<file path="src/csi_defines.svh">
// register offsets, field positions, reset values for the status
// event flag block; included by every file that decodes registers
`ifndef CSI_DEFINES_SVH
`define CSI_DEFINES_SVH

// ----------------------------------------------------------------
// register offsets
// ----------------------------------------------------------------
`define CSI_ADDR_CTRL 8'h24
`define CSI_ADDR_FLAGS 8'h26
`define CSI_ADDR_MASK 8'h27

// ----------------------------------------------------------------
// field positions, shared by flag and mask registers; the release bit is in the ctrl register
// ----------------------------------------------------------------
`define CSI_BIT_HOT 7
`define CSI_BIT_WARM 6
`define CSI_BIT_COOL 5
`define CSI_BIT_COLD 4
`define CSI_BIT_PGOOD 3
`define CSI_BIT_LOOP 2
`define CSI_EVT_LSB 2
`define CSI_EVT_MSB 7
`define CSI_BIT_RELEASE 0

// ----------------------------------------------------------------
// reset values
// ----------------------------------------------------------------
`define CSI_FLAGS_RST 8'h00
`define CSI_MASK_RST 8'h00
`define CSI_CTRL_RST 1'b0
`define CSI_EVT_RST 6'h00

// ----------------------------------------------------------------
// timing: synchroniser depth for analog comparator levels
// ----------------------------------------------------------------
`define CSI_SYNC_STAGES 2

`endif

</file>
<file path="src/csi_pkg.sv">
// types for the charger status event flag block
// assumes csi_defines.svh for field widths
`include "csi_defines.svh"

package csi_pkg;

    // state of the flag block outside the synchroniser chain, registered in one place
    typedef struct packed {
        logic [7:0] flags;
        logic [7:0] mask;
        logic release_req;
        logic pending;
        logic [`CSI_SYNC_STAGES:0] primed;
        logic [5:0] prev;
        logic [7:0] rdata;
    } csi_state_type;

endpackage

</file>
<file path="src/csi_sync.sv">
// level synchroniser, a chain of flip-flops per bit
// assumes inputs arrive from outside the mclk domain
`timescale 1ns/1ps
`default_nettype none

module csi_sync #(
    parameter int WIDTH = 6,
    parameter int STAGES = 2
) (
    input wire logic mclk, // system clock
    input wire logic arst_n, // async reset, active low
    input wire logic [WIDTH-1:0] din, // asynchronous levels
    output logic [WIDTH-1:0] dout // synchronised levels
);

    logic [WIDTH-1:0] chain_q [STAGES];

    // ----------------------------------------------------------------
    // flip-flop chain; each stage is read only by the next, the last by dout
    // ----------------------------------------------------------------
    always_ff @(posedge mclk or negedge arst_n) begin
        if (!arst_n) begin
            for (int i = 0; i < STAGES; i++) begin
                chain_q[i] <= '0;
            end
        end else begin
            chain_q[0] <= din;
            for (int i = 1; i < STAGES; i++) begin
                chain_q[i] <= chain_q[i-1];
            end
        end
    end

    assign dout = chain_q[STAGES-1];

endmodule

`default_nettype wire

</file>
<file path="src/csi_status_irq.sv">
// status event flags, per-flag masks and interrupt pin release
// assumes the serial register decoder supplies byte read/write
// strobes on mclk; zone and supply levels come from analog blocks
`timescale 1ns/1ps
`include "csi_defines.svh"
`default_nettype none

module csi_status_irq (
    input wire logic mclk, // 50 MHz system clock
    input wire logic arst_n, // async reset, active low
    input wire logic battery_thermistor_hot, // thermistor in hot zone
    input wire logic battery_thermistor_warm, // thermistor in warm zone
    input wire logic battery_thermistor_cool, // thermistor in cool zone
    input wire logic battery_thermistor_cold, // thermistor in cold zone
    input wire logic input_power_good, // input supply is good
    input wire logic min_input_voltage_loop, // input loop active
    input wire logic [7:0] reg_addr, // register address
    input wire logic reg_wr, // write strobe, one cycle
    input wire logic [7:0] reg_wdata, // write data
    input wire logic reg_rd, // read strobe, one cycle
    output logic [7:0] reg_rdata, // read data, one cycle later
    output logic irq_n // interrupt pin, low when pending
);

    csi_pkg::csi_state_type s_q;
    csi_pkg::csi_state_type s_d;
    logic [5:0] live_raw;
    logic [5:0] live;
    logic [5:0] ev;
    logic [5:0] ev_pass;
    logic rd_flags;
    logic wr_mask;
    logic wr_ctrl;
    logic armed;

    // address match for a strobe
    function automatic logic hit(input logic stb, input logic [7:0] a,
                                 input logic [7:0] target);
        hit = stb && (a == target);
    endfunction

    // ----------------------------------------------------------------
    // level inputs into mclk domain
    // ----------------------------------------------------------------
    assign live_raw = {battery_thermistor_hot, battery_thermistor_warm,
                       battery_thermistor_cool, battery_thermistor_cold,
                       input_power_good, min_input_voltage_loop};

    csi_sync #(
        .WIDTH(6),
        .STAGES(`CSI_SYNC_STAGES)
    ) u_sync (
        .mclk(mclk),
        .arst_n(arst_n),
        .din(live_raw),
        .dout(live)
    );

    // ----------------------------------------------------------------
    // decode and event detection
    // ----------------------------------------------------------------
    assign rd_flags = hit(reg_rd, reg_addr, `CSI_ADDR_FLAGS);
    assign wr_mask = hit(reg_wr, reg_addr, `CSI_ADDR_MASK);
    assign wr_ctrl = hit(reg_wr, reg_addr, `CSI_ADDR_CTRL);

    // armed one cycle after the synchroniser has filled: reset levels raise no event
    assign armed = s_q.primed[`CSI_SYNC_STAGES];
    // any change in either direction is an event
    assign ev = armed ? (live ^ s_q.prev) : 6'h00;
    // masked events still flag but do not reach the pin
    assign ev_pass = ev & ~s_q.mask[`CSI_EVT_MSB:`CSI_EVT_LSB];

    // ----------------------------------------------------------------
    // next state
    // ----------------------------------------------------------------
    always_comb begin
        s_d = s_q;
        s_d.prev = live;
        s_d.primed = {s_q.primed[`CSI_SYNC_STAGES-1:0], 1'b1};
        // read clears the flags; a new event in the same cycle wins
        if (rd_flags) begin
            s_d.flags = `CSI_FLAGS_RST;
        end
        s_d.flags[`CSI_EVT_MSB:`CSI_EVT_LSB] =
            s_d.flags[`CSI_EVT_MSB:`CSI_EVT_LSB] | ev;
        if (wr_mask) begin
            s_d.mask = reg_wdata;
        end
        // release takes one cycle, then the bit drops by itself
        if (s_q.release_req) begin
            s_d.pending = 1'b0;
            s_d.release_req = 1'b0;
        end
        if (wr_ctrl) begin
            s_d.release_req = reg_wdata[`CSI_BIT_RELEASE];
        end
        if (|ev_pass) begin
            s_d.pending = 1'b1;
        end
        case (reg_addr)
            `CSI_ADDR_FLAGS: s_d.rdata = s_q.flags;
            `CSI_ADDR_MASK: s_d.rdata = s_q.mask;
            `CSI_ADDR_CTRL: s_d.rdata = {7'h00, s_q.release_req};
            default: s_d.rdata = 8'h00;
        endcase
        if (!reg_rd) begin
            s_d.rdata = s_q.rdata;
        end
    end

    always_ff @(posedge mclk or negedge arst_n) begin
        if (!arst_n) begin
            s_q.flags <= `CSI_FLAGS_RST;
            s_q.mask <= `CSI_MASK_RST;
            s_q.release_req <= `CSI_CTRL_RST;
            s_q.pending <= 1'b0;
            s_q.primed <= '0;
            s_q.prev <= `CSI_EVT_RST;
            s_q.rdata <= 8'h00;
        end else begin
            s_q <= s_d;
        end
    end

    assign reg_rdata = s_q.rdata;
    assign irq_n = ~s_q.pending;

    // ----------------------------------------------------------------
    // assertions
    // ----------------------------------------------------------------
    a_hot_zone_flag: assert property (
        @(posedge mclk) disable iff (!arst_n)
        armed && (live[5] != s_q.prev[5]) |=> s_q.flags[`CSI_BIT_HOT])
        else $error("hot zone crossing not flagged");

    a_warm_zone_flag: assert property (
        @(posedge mclk) disable iff (!arst_n)
        armed && (live[4] != s_q.prev[4]) |=> s_q.flags[`CSI_BIT_WARM])
        else $error("warm zone crossing not flagged");

    a_loop_flag_both: assert property (
        @(posedge mclk) disable iff (!arst_n)
        armed && $changed(live[0]) |=> s_q.flags[`CSI_BIT_LOOP])
        else $error("regulation loop change not flagged");

    a_pgood_flag_both: assert property (
        @(posedge mclk) disable iff (!arst_n)
        armed && (live[1] != s_q.prev[1]) ##1 !rd_flags
        |=> s_q.flags[`CSI_BIT_PGOOD])
        else $error("power good change not kept flagged");

    a_cool_cold_flag: assert property (
        @(posedge mclk) disable iff (!arst_n)
        armed && (live[3:2] != s_q.prev[3:2])
        |=> |s_q.flags[`CSI_BIT_COOL:`CSI_BIT_COLD])
        else $error("cool or cold crossing not flagged");

    a_cold_zone_flag: assert property (
        @(posedge mclk) disable iff (!arst_n)
        armed && (live[2] != s_q.prev[2]) |=> s_q.flags[`CSI_BIT_COLD])
        else $error("cold zone crossing not flagged");

    a_hot_mask_quiet: assert property (
        @(posedge mclk) disable iff (!arst_n)
        !s_q.pending && s_q.mask[`CSI_BIT_HOT] && (ev == 6'h20) |=> irq_n)
        else $error("masked hot event drove the pin");

    a_hot_mask_pass: assert property (
        @(posedge mclk) disable iff (!arst_n)
        ev[5] && !s_q.mask[`CSI_BIT_HOT] |=> !irq_n)
        else $error("unmasked hot event did not drive the pin");

    a_warm_mask_quiet: assert property (
        @(posedge mclk) disable iff (!arst_n)
        !s_q.pending && (ev == 6'h10) && s_q.mask[`CSI_BIT_WARM] |=> irq_n)
        else $error("masked warm event drove the pin");

    a_mask_write: assert property (
        @(posedge mclk) disable iff (!arst_n)
        wr_mask |=> s_q.mask == $past(reg_wdata))
        else $error("mask write did not land");

    a_cool_mask_pass: assert property (
        @(posedge mclk) disable iff (!arst_n)
        ev[3] && !s_q.mask[`CSI_BIT_COOL] |=> !irq_n)
        else $error("unmasked cool event did not drive the pin");

    a_cold_mask_quiet: assert property (
        @(posedge mclk) disable iff (!arst_n)
        !s_q.pending && (ev == 6'h04) && s_q.mask[`CSI_BIT_COLD] |=> irq_n)
        else $error("masked cold event drove the pin");

    a_pgood_mask_pass: assert property (
        @(posedge mclk) disable iff (!arst_n)
        ev[1] && !s_q.mask[`CSI_BIT_PGOOD]
        |=> !irq_n ##1 !irq_n || s_q.release_req
        || $past(s_q.release_req))
        else $error("power good event lost from the pin");

    a_loop_mask_quiet: assert property (
        @(posedge mclk) disable iff (!arst_n)
        !s_q.pending && (ev == 6'h01) && s_q.mask[`CSI_BIT_LOOP] |=> irq_n)
        else $error("masked loop event drove the pin");

    a_release_start: assert property (
        @(posedge mclk) disable iff (!arst_n)
        wr_ctrl && reg_wdata[`CSI_BIT_RELEASE] |=> s_q.release_req)
        else $error("release write did not set the release bit");

    a_release_self_clear: assert property (
        @(posedge mclk) disable iff (!arst_n)
        s_q.release_req && !wr_ctrl && (ev_pass == 6'h00)
        |=> !s_q.release_req && irq_n)
        else $error("release did not complete in one cycle");

    a_flags_reserved: assert property (
        @(posedge mclk) disable iff (!arst_n)
        s_q.flags[1:0] == 2'b00 ##1 rd_flags |=> reg_rdata[1:0] == 2'b00)
        else $error("reserved flag bits read nonzero");

endmodule

`default_nettype wire

</file>
<file path="config.mk">
export PLATFORM = sky130hd
export DESIGN_NAME = csi_status_irq
export DESIGN_NICKNAME = d
export VERILOG_FILES = /design/src/csi_pkg.sv /design/src/csi_sync.sv /design/src/csi_status_irq.sv
export VERILOG_INCLUDE_DIRS = /design/src
export SDC_FILE = /design/constraint.sdc
export NUM_CORES = 1
export LEC_CHECK = 0
export ABC_AREA = 1
export BUFFER_PORTS_ARGS = -buffer_cell sky130_fd_sc_hd__buf_2
export CAP_MARGIN = 20
export CORE_MARGIN = 2
export CORE_UTILIZATION = 50
export DETAILED_ROUTE_END_ITERATION = 16
export GPL_ROUTABILITY_DRIVEN = 0
export PLACE_DENSITY = 0.73
export SLEW_MARGIN = 0
export SYNTH_ARGS = -nofsm -noshare
export SYNTH_HDL_FRONTEND = slang
export SYNTH_HIERARCHICAL = 1
export SYNTH_SLANG_ARGS = --single-unit
export TNS_END_PERCENT = 100
</file>
<file path="constraint.sdc">
create_clock -name mclk -period 1.5 [get_ports mclk]
set_input_delay 0.15 -clock mclk [delete_from_list [all_inputs] [get_ports mclk]]
set_output_delay 0.15 -clock mclk [all_outputs]
set_load 0.05 [all_outputs]
</file>
==> results.toml <==
[hold_path]
min_from = "reg_wdata[1]"
hold_depth = 3
min_delay_worst_endpoint = "s_q[20]"
hold_class = "primary input to register"

[clock_tree]
clock-sinks = 45
cts-buffers-inserted = 5
cts_tree = "done"
cts.path.max_buffers = 2
clkSlewWorstSetupHoldPaths_ns = 0.08
cts_htree_levels = 2
cts_resized = 0
insertion_delay_ns = 0.30
root_buffer = "clkbuf_8"

[yosys]
synthSimpleGateAreaFrac_pct = 25.9
synth_area_leader_cell = "dfrtp_1"
synth_top_area_share_pct = 58.0
synthTopCellsByCount = "nand2_1 (69), dfrtp_1 (45), inv_1 (24)"
seq_area_frac_synth_pct = 58.0
synth_xor_xnor_area_share_pct = 0
synth_compound_area_share_pct = 4.25
netlist_top_cells_area = "dfrtp_1 (58%), nand2_1 (13%), buf_4 (5.8%)"
synth_edf_count = 0
synth.most_common_cell = "nand2_1"
synthAdderAreaFrac_pct = 0
synth_seq_cells = 45
yosysUniqueCellTypes = 19
synth_ff_type = "dfrtp_1"
synthMuxAreaShare_pct = 0
synth.avg_cell_area_sq_um = 9.17
synthCells = 212
async_flop_share_pct = 100
synth_top_family_by_area = "simple AND/OR/NAND/NOR gates"
netlist_area_sq_um = 1940
ys.warnings.count = 6
syn-num-nets = 238

[sta]
rsz0062_at_grt = "no"
fin_tns_setup_ns = 0
worst_pin_slew_ns = 0.549
period_minus_slack_ns = 1.13
hold_viol_final = 0
setup_viol = 0
post-route-period-util_pct = 75.7
fmax_ghz = 0.881
relSlewSlack_pct = 63.4
finalMaxSlewViolations = 0
fin_skew_ns = 0.00329

[global_route]
grt_use_total_pct = 17.2
first_global_vias = 1277
grt_overflow = 0
grt_max_degree = 46
antenna_found_initial = 0
grt_pass1_wl_um = 5500

[power_and_ir_drop]
p_leak_uw = 0.00122
ir_drop_mv = 0.856
power_density_nw_per_um2 = 988
total_power_uw = 2190

[critical_path]
crit_path_end_kind = "primary output"
reg2reg_to = "s_q[17]"
max_stage_delay_ns = 0.37
regToRegStartpoint = "s_q[10]"
worstPathArrival_ns = 0.98
r2r_setup_slack_ns = 0.41
cp-start-kind = "register"
cp_max_fo = 2
crit_type = "register to primary output"
r2r_cells = 5
cp_num_buf_inv = 2
crit_chain = "inv_1 -> buf_2"
path_delay_family = "flip-flops"
cp_data_required_time_ns = 1.35
crit_path_top_delay_cell = "dfrtp_1"

[floorplan]
placementRows = 22
core-area_sq_um = 3690
die_area_sq_um = 4400
die_w_um = 66.3
ioPinCount = 35
start_util_pct = 52.7
die_h_um = 66.3

[route]
ant_nets = 0
drt-total-wl_um = 3200
detail_route.first_pass.iterations = 4
drtIter0Drc = 123
dr_total_vias = 1351
drc = 0
wl_per_cell_um = 10.9
viasPerCell = 4.61

[status]
outcome = "complete, no violations"

[placement]
dp_hpwl_um = 2340
io_buffers = 34

[job]
cap_violations = 0

[cells_and_area]
diodes = 0
nFillCells = 322
seq_area_sq_um = 1130
final_layout_size_suffix_gt1_share_pct = 22.9
multiInputGateArea_sq_um = 589
synthToLayoutAreaGrowth_pct = 14.2
fin_nets = 270
==> through the flow <==
stage | area (sq um) | instances | hold slack [ns] | setup WS, ns | utilization, %
6_report | 2220 | 293 | 0.0568 | 0.365 | 60.2
4_1_cts | 2220 | 293 | 0.0450 | 0.340 | 60.2
3_5_place_dp | 2060 | 278 | 0.259 | 0.318 | 55.8
3_3_place_gp | 2060 | 278 | 0.255 | 0.385 | 55.8
2_1_floorplan | 1940 | 212 | -0.146 | 0.366 | -
5_1_grt | 2220 | 293 | 0.0590 | 0.313 | 60.2
==> tightest hold or removal path, cell delays in order <==
cell	delay, ns
buf_2	0.08
nand2_1	0.04
nand2_1	0.05
==> worst max path at each step <==
stage	to	from	cells past startpoint	slack, ns
detailed placement	s_q[21]	reg_addr[4]	7	0.32
CTS	irq_n	s_q[17]	2	0.34
global route	s_q[17]	s_q[10]	5	0.31
global placement	s_q[24]	reg_addr[4]	7	0.39
floorplan	s_q[17]	s_q[17]	5	0.37
finish	irq_n	s_q[17]	2	0.37
==> final cells by class <==
cell class / instances / share of cell area (%)
Sequential cell: 45 / 50.7
Multi-Input combinational cell: 124 / 26.6
Timing Repair Buffer: 44 / 11.8
Inverter: 24 / 4.06
Clock buffer: 5 / 3.10
Tap cell: 48 / 2.71
Clock inverter: 3 / 1.01
==> layer usage <==
| metal | routed length [um] | part of all wire, % | vias up | GRT usage [%] |
|---|---|---|---|---|
| li1 | - | - | 706 | - |
| met1 | 1410 | 44 | 604 | 20.2 |
| met2 | 1580 | 49 | 37 | 28.4 |
| met3 | 174 | 5.4 | 4 | 6.98 |
| met4 | 38 | 1.2 | 0 | 5.87 |
| met5 | 0 | 0 | - | 0 |
==> layout by cell type (no fill, tap or decap), types with 3 or more instances in the layout <==
cell           netlist  layout
nand2_1             69      69
dfrtp_1             45      45
buf_2                2      34
inv_1               24      24
nand3_1             20      20
o21ai_0             13      13
dlygate4sd3_1        0       7
nor2_1               5       5
nand4_1              5       5
clkbuf_8             0       5
buf_4               15       3
==> flip-flops by register name, summed over array words and instances (netlist names) <==
name and flops:
u_sync/chain_q 6, s_q 22, u_sync/dout 6, reg_rdata 8
s_d 2, armed 1
==> repair_timing <==
action | in CTS | in global routing
hold buffers | 7 | 0
endpoints found under the hold margin | 51 | 0
buffers inserted | 0 | 0
setup endpoints to repair | 0 | 0
==> power by group <==
group	internal, uW	switching, uW	total, uW
combinational	67.7	103	170
clock	330	409	740
sequential	1260	25.5	1280
==> kinds of logic (layout without fill, tap and decap cells) <==
| group | after synthesis | in the layout |
|---|---|---|
| DFF | 45 | 45 |
| other | 1 | 1 |
| and+or+nand+nor | 108 | 108 |
| buffers and inverters | 43 | 76 |
| AOI/OAI and AO/OA | 15 | 15 |
Power figures use the tool's default switching activity.
